### src/dcff_defines.svh
// Register offsets, field positions, reset values and timing counts for the flag FIFO
`ifndef DCFF_DEFINES_SVH
`define DCFF_DEFINES_SVH

`define DCFF_DATA_W 18
`define DCFF_DEPTH_DEF 64
`define DCFF_DEPTH_MIN 64
`define DCFF_DEPTH_MAX 4096

`define DCFF_OFF_CTRL 8'h00
`define DCFF_OFF_AE 8'h04
`define DCFF_OFF_AF 8'h08
`define DCFF_OFF_STATUS 8'h0c
`define DCFF_OFF_INTST 8'h10
`define DCFF_OFF_INTMSK 8'h14

`define DCFF_CTRL_SYNC_BIT 0
`define DCFF_CTRL_RETX_BIT 1
`define DCFF_INT_FULL_BIT 0
`define DCFF_INT_EMPTY_BIT 1
`define DCFF_INT_AE_BIT 2
`define DCFF_INT_AF_BIT 3
`define DCFF_INT_W 4

`define DCFF_SYNC_RST 1'b1
`define DCFF_AE_OFF_RST 8
`define DCFF_AF_OFF_RST 8
`define DCFF_INTMSK_RST 4'h0

`define DCFF_CLK_PERIOD_NS 10
`define DCFF_FULL_SKEW_NS 5
`define DCFF_EMPTY_SKEW_NS 5
`define DCFF_ALMOST_SKEW_NS 15
`define DCFF_RTR_NS 12
`define DCFF_RTR_CYC ((`DCFF_RTR_NS + `DCFF_CLK_PERIOD_NS - 1) / `DCFF_CLK_PERIOD_NS)
`define DCFF_RTR_W 4

`endif

### src/dcff_pkg.sv
// Types shared by the flag FIFO
package dcff_pkg;
  typedef logic [17:0] dcff_word_t;
  typedef enum logic [1:0] {
    DCFF_HT_IDLE = 2'b00,
    DCFF_HT_BUSY = 2'b01,
    DCFF_HT_NONSEQ = 2'b10,
    DCFF_HT_SEQ = 2'b11
  } dcff_htrans_t;
endpackage

### src/dcff_flag_fifo.sv
// Single-clock 18-bit FIFO with full, empty and almost flags, chain outputs, AHB-Lite registers
//
// What this block does
// Read frees slot; full clears one edge later
// Write into empty; empty clears one edge later
// Clocks may run during reset
// After reset data low if enabled, else off
// First word follows empty deassertion cycle
// First-read latency applies only leaving empty
// Write-caused almost-empty change waits one edge
// Almost-empty low when reading leaves n-1 words
// Almost-full low when m-1 words short
// Read-caused almost-full change waits one edge
// Pulse write chain at last location write
// Pulse read chain at last location read
// Flags valid after retransmit recovery time
// User clocks once more before trusting almost flags
// Ignore writes when full, reads when empty
// Chain outputs are one-cycle pulses
`timescale 1ns/1ps
`include "dcff_defines.svh"

module dcff_flag_fifo import dcff_pkg::*; #(
  parameter int DEPTH = `DCFF_DEPTH_DEF
) (
  input wire logic ref_clk,
  input wire logic rst,
  input wire logic clkEn,
  input wire logic wrEn,
  input wire dcff_word_t wrData,
  input wire logic rdEn,
  input wire logic oeN,
  output logic writeChainOut,
  output logic readChainOut,
  output logic fullFlagN,
  output logic emptyFlagN,
  output logic almostEmptyFlagN,
  output logic almostFullFlagN,
  output dcff_word_t rdData,
  output logic rdDataOe,
  output logic irq,
  input wire logic hsel,
  input wire logic [31:0] haddr,
  input wire logic [1:0] htrans,
  input wire logic hwrite,
  input wire logic [2:0] hsize,
  input wire logic [31:0] hwdata,
  input wire logic hready,
  output logic hreadyout,
  output logic [31:0] hrdata,
  output logic hresp
);

  localparam int AW = $clog2(DEPTH);
  localparam int PW = AW + 1;
  localparam logic [PW:0] DEPTH_X = (PW + 1)'(DEPTH);
  localparam logic [`DCFF_RTR_W-1:0] RTR_CYC = `DCFF_RTR_W'(`DCFF_RTR_CYC);

  generate
    if (DEPTH < `DCFF_DEPTH_MIN || DEPTH > `DCFF_DEPTH_MAX || (DEPTH & (DEPTH - 1)) != 0) begin : g_bad
      $error("DEPTH must be a power of two from 64 to 4096");
    end
  endgenerate

  typedef struct packed {
    logic [DEPTH-1:0][17:0] mem;
    logic [PW-1:0] wptr;
    logic [PW-1:0] rptr;
    logic [PW-1:0] rptrSeen;
    logic [PW-1:0] wptrSeen;
    logic fullN;
    logic emptyN;
    logic aeN;
    logic afN;
    logic [17:0] rdData;
    logic oe;
    logic wco;
    logic rco;
    logic syncSel;
    logic [PW-1:0] aeOff;
    logic [PW-1:0] afOff;
    logic [`DCFF_RTR_W-1:0] rtrCnt;
    logic [`DCFF_INT_W-1:0] intStat;
    logic [`DCFF_INT_W-1:0] intMask;
    logic irq;
    logic dphWr;
    logic [7:0] dphAddr;
    logic [31:0] hrdata;
    logic rdy;
  } dcff_state_t;

  dcff_state_t s_reg;
  dcff_state_t s_next;
  logic wrAcc;
  logic rdAcc;
  logic addrValid;
  logic [PW-1:0] wrCount;
  logic [PW-1:0] rdCount;
  logic [PW-1:0] trueCount;
  logic [`DCFF_INT_W-1:0] intEvent;
  logic [`DCFF_INT_W-1:0] intClear;

  // Almost-full: count leaves fewer than m free slots
  function automatic logic almostFull(input logic [PW-1:0] cnt, input logic [PW-1:0] off);
    return ({1'b0, cnt} + {1'b0, off}) > DEPTH_X;
  endfunction

  function automatic logic [31:0] regRead(input logic [7:0] a, input dcff_state_t st,
                                          input logic [PW-1:0] cnt);
    logic [31:0] r;
    r = 32'h0000_0000;
    case (a)
      `DCFF_OFF_CTRL: r[`DCFF_CTRL_SYNC_BIT] = st.syncSel;
      `DCFF_OFF_AE: r[PW-1:0] = st.aeOff;
      `DCFF_OFF_AF: r[PW-1:0] = st.afOff;
      `DCFF_OFF_STATUS: r = {{(24 - PW){1'b0}}, cnt, 4'h0, st.afN, st.aeN, st.emptyN, st.fullN};
      `DCFF_OFF_INTST: r[`DCFF_INT_W-1:0] = st.intStat;
      `DCFF_OFF_INTMSK: r[`DCFF_INT_W-1:0] = st.intMask;
      default: r = 32'h0000_0000;
    endcase
    return r;
  endfunction

  always_comb begin
    s_next = s_reg;
    intClear = '0;
    wrAcc = wrEn && s_reg.fullN;
    rdAcc = rdEn && s_reg.emptyN && (s_reg.rtrCnt == '0);
    addrValid = hsel && hready && (htrans == DCFF_HT_NONSEQ || htrans == DCFF_HT_SEQ);

    // Write port
    s_next.wco = 1'b0;
    if (wrAcc) begin
      s_next.mem[s_reg.wptr[AW-1:0]] = wrData;
      s_next.wptr = s_reg.wptr + 1'b1;
      s_next.wco = (s_reg.wptr[AW-1:0] == AW'(DEPTH - 1));
    end

    // Read port; data lands the cycle after the accepted read
    s_next.rco = 1'b0;
    if (rdAcc) begin
      s_next.rdData = s_reg.mem[s_reg.rptr[AW-1:0]];
      s_next.rptr = s_reg.rptr + 1'b1;
      s_next.rco = (s_reg.rptr[AW-1:0] == AW'(DEPTH - 1));
    end
    if (s_reg.rtrCnt != '0) begin
      s_next.rtrCnt = s_reg.rtrCnt - 1'b1;
    end
    s_next.oe = !oeN;

    // Register bus data phase
    if (s_reg.dphWr) begin
      case (s_reg.dphAddr)
        `DCFF_OFF_CTRL: begin
          s_next.syncSel = hwdata[`DCFF_CTRL_SYNC_BIT];
          if (hwdata[`DCFF_CTRL_RETX_BIT]) begin
            s_next.rptr = '0;
            s_next.rtrCnt = RTR_CYC;
          end
        end
        `DCFF_OFF_AE: s_next.aeOff = hwdata[PW-1:0];
        `DCFF_OFF_AF: s_next.afOff = hwdata[PW-1:0];
        `DCFF_OFF_INTST: intClear = hwdata[`DCFF_INT_W-1:0];
        `DCFF_OFF_INTMSK: s_next.intMask = hwdata[`DCFF_INT_W-1:0];
        default: ;
      endcase
    end

    // Each side sees the other's pointer one edge late
    s_next.rptrSeen = s_reg.rptr;
    s_next.wptrSeen = s_reg.wptr;
    wrCount = s_next.wptr - s_next.rptrSeen;
    rdCount = s_next.wptrSeen - s_next.rptr;
    trueCount = s_next.wptr - s_next.rptr;
    s_next.fullN = (wrCount != PW'(DEPTH));
    s_next.emptyN = (rdCount != '0);
    if (s_next.syncSel) begin
      s_next.aeN = !(rdCount < s_next.aeOff);
      s_next.afN = !almostFull(wrCount, s_next.afOff);
    end else begin
      s_next.aeN = !(trueCount < s_next.aeOff);
      s_next.afN = !almostFull(trueCount, s_next.afOff);
    end

    // Sticky events, set wins over clear
    intEvent = '0;
    intEvent[`DCFF_INT_FULL_BIT] = s_reg.fullN && !s_next.fullN;
    intEvent[`DCFF_INT_EMPTY_BIT] = s_reg.emptyN && !s_next.emptyN;
    intEvent[`DCFF_INT_AE_BIT] = s_reg.aeN && !s_next.aeN;
    intEvent[`DCFF_INT_AF_BIT] = s_reg.afN && !s_next.afN;
    s_next.intStat = (s_reg.intStat & ~intClear) | intEvent;
    s_next.irq = |(s_next.intStat & s_next.intMask);

    // Register bus address phase
    s_next.rdy = 1'b1;
    s_next.dphWr = addrValid && hwrite;
    if (addrValid) begin
      s_next.dphAddr = {haddr[7:2], 2'b00};
      if (!hwrite) begin
        s_next.hrdata = regRead({haddr[7:2], 2'b00}, s_reg, s_reg.wptr - s_reg.rptr);
      end
    end
  end

  // Clocks may keep running in reset; every flop takes constants only
  always_ff @(posedge ref_clk or posedge rst) begin
    if (rst) begin
      s_reg <= '0;
      s_reg.fullN <= 1'b1;
      s_reg.emptyN <= 1'b0;
      s_reg.aeN <= 1'b0;
      s_reg.afN <= 1'b1;
      s_reg.syncSel <= `DCFF_SYNC_RST;
      s_reg.aeOff <= PW'(`DCFF_AE_OFF_RST);
      s_reg.afOff <= PW'(`DCFF_AF_OFF_RST);
      s_reg.intMask <= `DCFF_INTMSK_RST;
      s_reg.rdy <= 1'b1;
    end else if (clkEn) begin
      s_reg <= s_next;
    end
  end

  assign writeChainOut = s_reg.wco;
  assign readChainOut = s_reg.rco;
  assign fullFlagN = s_reg.fullN;
  assign emptyFlagN = s_reg.emptyN;
  assign almostEmptyFlagN = s_reg.aeN;
  assign almostFullFlagN = s_reg.afN;
  assign rdData = s_reg.rdData;
  assign rdDataOe = s_reg.oe;
  assign irq = s_reg.irq;
  assign hreadyout = s_reg.rdy;
  assign hrdata = s_reg.hrdata;
  assign hresp = 1'b0;

endmodule

### config.mk
export PLATFORM = sky130hd
export DESIGN_NAME = dcff_flag_fifo
export DESIGN_NICKNAME = d
export VERILOG_FILES = /design/src/dcff_pkg.sv /design/src/dcff_flag_fifo.sv
export VERILOG_INCLUDE_DIRS = /design/src
export SDC_FILE = /design/constraint.sdc
export NUM_CORES = 2
export LEC_CHECK = 0
export BUFFER_PORTS_ARGS = -buffer_cell sky130_fd_sc_hd__buf_2
export CAP_MARGIN = 20
export CORE_ASPECT_RATIO = 0.75
export CORE_UTILIZATION = 41
export CTS_CLUSTER_DIAMETER = 200
export CTS_CLUSTER_SIZE = 28
export DETAILED_ROUTE_END_ITERATION = 8
export GPL_TIMING_DRIVEN = 1
export PLACE_DENSITY = 0.62
export SLEW_MARGIN = 25
export SYNTH_ARGS = -nofsm -noshare
export SYNTH_HDL_FRONTEND = slang
export SYNTH_SLANG_ARGS = --single-unit
### constraint.sdc
create_clock -name ref_clk -period 65.5 [get_ports ref_clk]
set_clock_uncertainty 0.15 [all_clocks]
set_input_delay 19.65 -clock ref_clk [delete_from_list [all_inputs] [get_ports ref_clk]]
set_output_delay 19.65 -clock ref_clk [all_outputs]
set_load 0.05 [all_outputs]
Word-level counts from Yosys, hierarchy flattened
Cells that the tools add are included.

Memories kept: 0. Bits in latches: 0. Register bits after elaboration: 1258. Word-level logic and storage cells: 178. Bits in writable memories: 0. Input port bits: 96. Memory bits (read-only): 0. Output and inout port bits: 60.

Equality and inequality tests: 14. Multiplexer cells: 28. Multiply operators: 0. Reduce and logical (&&, ||, !) cells: 31. Bitwise operators: 5. Add/subtract/negate cells: 9. Order comparisons: 7. Div/mod/pow operators: 0. Shifts and indexed selects: 0.

Operator list (count): 1152-bit bitwise mux (1); 18-bit binary-select mux with 6-bit select (1); 18-bit demux with 6-bit select (1); 7-bit two-way mux (7); 18-bit two-way mux (2); 4-bit two-way mux (7); 7-bit subtractor (4); 6-bit by 3-bit equality test with 1-bit output, second input constant (4); 19-bit two-way mux (1); 6-bit by 2-bit equality test with 1-bit output, second input constant (3); 7-bit by 7-bit adder with 8-bit output (2); 8-bit by 7-bit greater-than comparator with 1-bit output, second input constant (2); 3-bit case mux with 5 select lines (1); 7-bit by 1-bit adder with 7-bit output, second input constant (2); 6-bit by 7-bit < comparator with 1-bit output, second input constant (2); 7-bit < comparator (2); 6-bit by 1-bit equality test with 1-bit output, second input constant (2); 6-bit equality test, second input constant (2); 1-bit logical AND (11); 1-bit zero test (9); 4-bit AND (2); 8-bit zero test (1); 8-bit two-way mux (1); 7-bit inequality test, second input constant (1); other kinds (18) (23).

Logic depth before layout (Yosys ltp)
Depth after elaboration: 16. Depth in mapped cells: 24. Mapped depth without buffers: 22.

Worst setup path after synthesis
Ideal clock, no wire load.

Kind: input -> register. From: input rdEn. To: register s_reg, in the netlist irq. Arrival time: 22.876 ns. Stages: 20. Buffers on the path: 0. Required time: 65.212 ns. Slack: 42.335 ns. Setup time: 0.138 ns. Path through: nand2_1 nor2_1 xnor2_1 nor2_1 ha_1 inv_1 ha_1 a221o_2 a2111o_1 a31oi_1 xor2_1 ha_1 nand4_1 a21oi_1 a31o_2 mux2i_1 nand3_1 o2111ai_1 a211oi_1 o41ai_2.

RTL lines: from (decl) (line dcff_flag_fifo.sv:31) `input wire logic rdEn,`; to (signal assigned) (line dcff_flag_fifo.sv:219) `s_reg <= s_next;`; to (decl) (line dcff_flag_fifo.sv:92) `dcff_state_t s_reg;`.

Worst setup path in the final report
From: input hwdata[1]. To: register s_reg, in the netlist irq.

Cells in the longest elaborated chain, start to end: 13.

RTL lines: from (decl) (line dcff_flag_fifo.sv:47) `input wire logic [31:0] hwdata,`; 7-bit two-way mux (line dcff_flag_fifo.sv:156) `` if (hwdata[`DCFF_CTRL_RETX_BIT]) begin ``; 7-bit two-way mux (line dcff_flag_fifo.sv:153) `case (s_reg.dphAddr)`; 7-bit two-way mux (line dcff_flag_fifo.sv:152) `if (s_reg.dphWr) begin`; 7-bit subtractor (line dcff_flag_fifo.sv:174) `trueCount = s_next.wptr - s_next.rptr;`; 7-bit by 7-bit adder with 8-bit output (line dcff_flag_fifo.sv:105) `return ({1'b0, cnt} + {1'b0, off}) > DEPTH_X;`; 8-bit by 7-bit greater-than comparator with 1-bit output (line dcff_flag_fifo.sv:105); 1-bit zero test (line dcff_flag_fifo.sv:182) `s_next.afN = !almostFull(trueCount, s_next.afOff);`; 2-bit two-way mux (line dcff_flag_fifo.sv:177) `if (s_next.syncSel) begin`; 1-bit zero test (line dcff_flag_fifo.sv:190) `` intEvent[`DCFF_INT_AF_BIT] = s_reg.afN && !s_next.afN; ``; 1-bit logical AND (line dcff_flag_fifo.sv:190); 4-bit OR (line dcff_flag_fifo.sv:191) `s_next.intStat = (s_reg.intStat & ~intClear) | intEvent;`; 4-bit AND (*) (line dcff_flag_fifo.sv:192) `s_next.irq = |(s_next.intStat & s_next.intMask);`; 4-bit OR reduction (*) (line dcff_flag_fifo.sv:192).

Every way passes the cells marked *; elsewhere a longest branch is shown, timed or not. A chain may end at the register's enable or synchronous reset.

==> run_results.csv <==
group,metric,value,unit
grt,grt_max_degree,159,
detailed_routing,dr.first_iter.drc_count,2381,
floorplan,die_area,0.144,mm2
clock_tree,cts_hold_buf,0,
timing,fin_tns_setup,0,ns
floorplan,core_area,0.141,mm2
timing,timing.fmax,0.0426,GHz
grt,antenna_found_initial,10,
logic_synthesis,synth.distinct_cells,70,
cells_and_area,final_layout_size_suffix_gt1_share,51.2,%
cells_and_area,seqCellArea,0.0310,mm2
logic_synthesis,synthTopCellsByArea,"dfrtp_1, mux2_2, mux4_2",
run,cap_violations,0,
clock_tree,htreeDepth,2,
worst_setup_path,startpoint_type,"input port",
floorplan,die_w,438,um
worst_setup_path,setup.worst_path.class,"in -> reg",
floorplan,die_h,329,um
grt,grt_usage,20.8,%
grt,grt_pass1_wl,225000,um
clock_tree,clkTransAtPathRegs,0.11,ns
detailed_routing,vias,32462,
clock_tree,cts_resized,0,
worst_hold_path,hp-class,"reg -> reg",
floorplan,std_cell_rows,119,
worst_setup_path,cp_max_fo,9,
pwr,pwr-share-clk,18.8,%
logic_synthesis,synthCells,3779,
placement,place_congestion,0.795,
cells_and_area,layout.nets,3824,
pwr,p_seq_share,45.6,%
timing,finalSetupViolCount,0,
pwr,peakVddDrop,26.3,uV
clock_tree,clkLatencyLatePin,0.69,ns
detailed_routing,dr.pass1.iters,5,
worst_setup_path,cp.required,65.92,ns
logic_synthesis,ys_ff_latch,1240,
cells_and_area,layout_commonest_cell,"dfrtp_1",
timing,worst_pin_slew,1.04,ns
timing,whs,0.351,ns
detailed_routing,drc_errors,0,
placement,dp_hpwl,88600,um
cells_and_area,stdcell_count,5559,
grt,grt-ovfl-total,0,
detailed_routing,viasPerCell,5.84,
clock_tree,clockRootBuffer,"clkbuf_16",
clock_tree,clock_path_buffers,3,
cells_and_area,area_growth,6.17,%
timing,final-hold-violation-count,0,
pwr,p_int,1.36,mW
logic_synthesis,yosys_warnings,0,
worst_setup_path,endpoint_kind,"flip-flop",
detailed_routing,wl_per_cell,26.7,um
timing,slew_viol_final,0,
logic_synthesis,synth_area_per_cell,15.5,um2
pwr,p_sw_share,33.9,%
clock_tree,cts_tree,"done",
placement,io_buffer_count,80,
floorplan,ioPinCount,156,
placement,place_inst,5491,
logic_synthesis,yosysSeqAreaShare,53.0,%
logic_synthesis,synth_ff_type,"dfrtp_1",
timing,rsz0062_at_grt,"no",
cells_and_area,multi_input_area,0.0260,mm2
clock_tree,cts_sinks,1240,
pwr,leakagePower,28.9,nW
worst_setup_path,arrival,23.89,ns
logic_synthesis,synth_edf_count,0,
grt,grt_pass1_vias,33215,
cells_and_area,fillCellCount,12529,
pwr,p_per_area,33.0,mW/mm2
cells_and_area,largest_reg_flops,1186,
outcome,status,"complete, no violations",
pwr,power_switching,0.694,mW
pwr,combPwrFrac,35.5,%
clock_tree,cts_buffers,50,
timing,fin_crit_sh,35.8,%
logic_synthesis,async_reset_ff_share,100,%
detailed_routing,finalWirelength,149000,um
clock_tree,cts_setup_buffers,0,
detailed_routing,postRouteAntennaNets,0,
logic_synthesis,yosys.area.top_type_share,52.8,%
logic_synthesis,synth_area,0.0585,mm2
timing,period_needed,23.47,ns
floorplan,initial_core_util,41.5,%
logic_synthesis,yosys.area.top_type,"dfrtp_1",
timing,maxSlewHeadroom,30.8,%
cells_and_area,layout_common_cells,"dfrtp_1, mux2_2, mux4_2",
-- power groups by stage --
stage,registers (mW),logic [mW],clock network [mW]
detailed placement,0.951,0.732,0
global route,0.951,0.789,0.426
finish,0.936,0.728,0.386
CTS,0.935,0.734,0.400
floorplan,0.933,0.569,0
global placement,0.947,0.720,0
-- final timing paths --
path | cells after the start | to | startpoint | slack, ns
setup / recovery | 19 | irq | hwdata[1] | 42.03
hold / removal | 2 | hrdata[10] | hrdata[10] | 0.35
setup reg to reg | 8 | rdData[16] | s_next[103] | 59.23
hold reg to reg | 2 | hrdata[10] | hrdata[10] | 0.35
max in group asynchronous | 7 | s_reg[147] | rst | 42.84
min in group asynchronous | 2 | s_reg[496] | rst | 18.80
-- cell families (layout without fill, tap and decap cells) --
logic type	count (synthesis)	after routing	share of synthesized area (%)
flip-flops	1240	1240	53.0
adder cells (fa/ha/maj)	58	58	1.29
AO/OA/AOI/OAI	153	153	1.67
other	2	23	0.0128
XOR/XNOR	48	48	0.718
buffers and inverters	396	280	3.07
multiplexers	1587	1587	37.8
AND/OR/NAND/NOR	295	295	2.43
-- metrics by stage --
stage	area [um2]	util, %	worst slack [ns]	power, mW
floorplan	58600	-	10.77	1.50
detailed placement	60700	43.1	41.10	1.68
CTS	62100	44.0	41.84	2.07
finish	62200	44.1	42.03	2.05
global placement	60700	43.1	41.05	1.67
global route	62100	44.1	41.75	2.17
-- layout make-up --
cell class,instances,share of cell area [%]
multi-input combinational,2161,41.8
timing repair buffer,185,2.09
tap,1875,3.77
clock buffer,60,2.11
sequential,1240,50.0
inverter,32,0.213
clock inverter,3,0.0846
antenna,3,0.0121
-- critical path, cell delays in order --
cell	delay (ns)
buf_2	0.15
inv_1	0.13
nor4b_4	0.56
a21oi_1	0.29
xnor2_1	0.20
ha_1	0.20
a221o_2	0.33
a2111o_1	0.42
a31oi_1	0.21
xor2_1	0.20
ha_1	0.28
a21oi_1	0.16
o21ai_0	0.12
a31o_2	0.22
mux2i_1	0.33
nand3_1	0.13
o2111ai_1	0.10
a211oi_1	0.10
o41ai_2	0.08
-- routing by layer --
metal  vias up  global-route usage, %  wire, um
li1      13683                      -         -
met1     18008                   32.3     73300
met2       646                   31.3     66000
met3       121                   3.13      7240
met4         4                   3.26      2110
met5         -                      0        26
-- synthesized netlist by cell type, drive strengths merged (6+ instances only) --
| cell | instances |
|---|---|
| nor2 | 105 |
| nand3 | 14 |
| ha | 54 |
| o21ai | 51 |
| o211ai | 6 |
| nor3b | 9 |
| mux2 | 1195 |
| a221oi | 6 |
| xor2 | 13 |
| a21oi | 41 |
| nand4 | 7 |
| buf | 160 |
| nor3 | 11 |
| dfrtp | 1235 |
| mux4 | 379 |
| mux2i | 13 |
| or2 | 9 |
| inv | 32 |
| a21o | 10 |
| nand2 | 94 |
| clkbuf | 204 |
| xnor2 | 35 |
| nand3b | 6 |
| nand2b | 6 |
No activity file was read; power rests on OpenSTA's default activity.
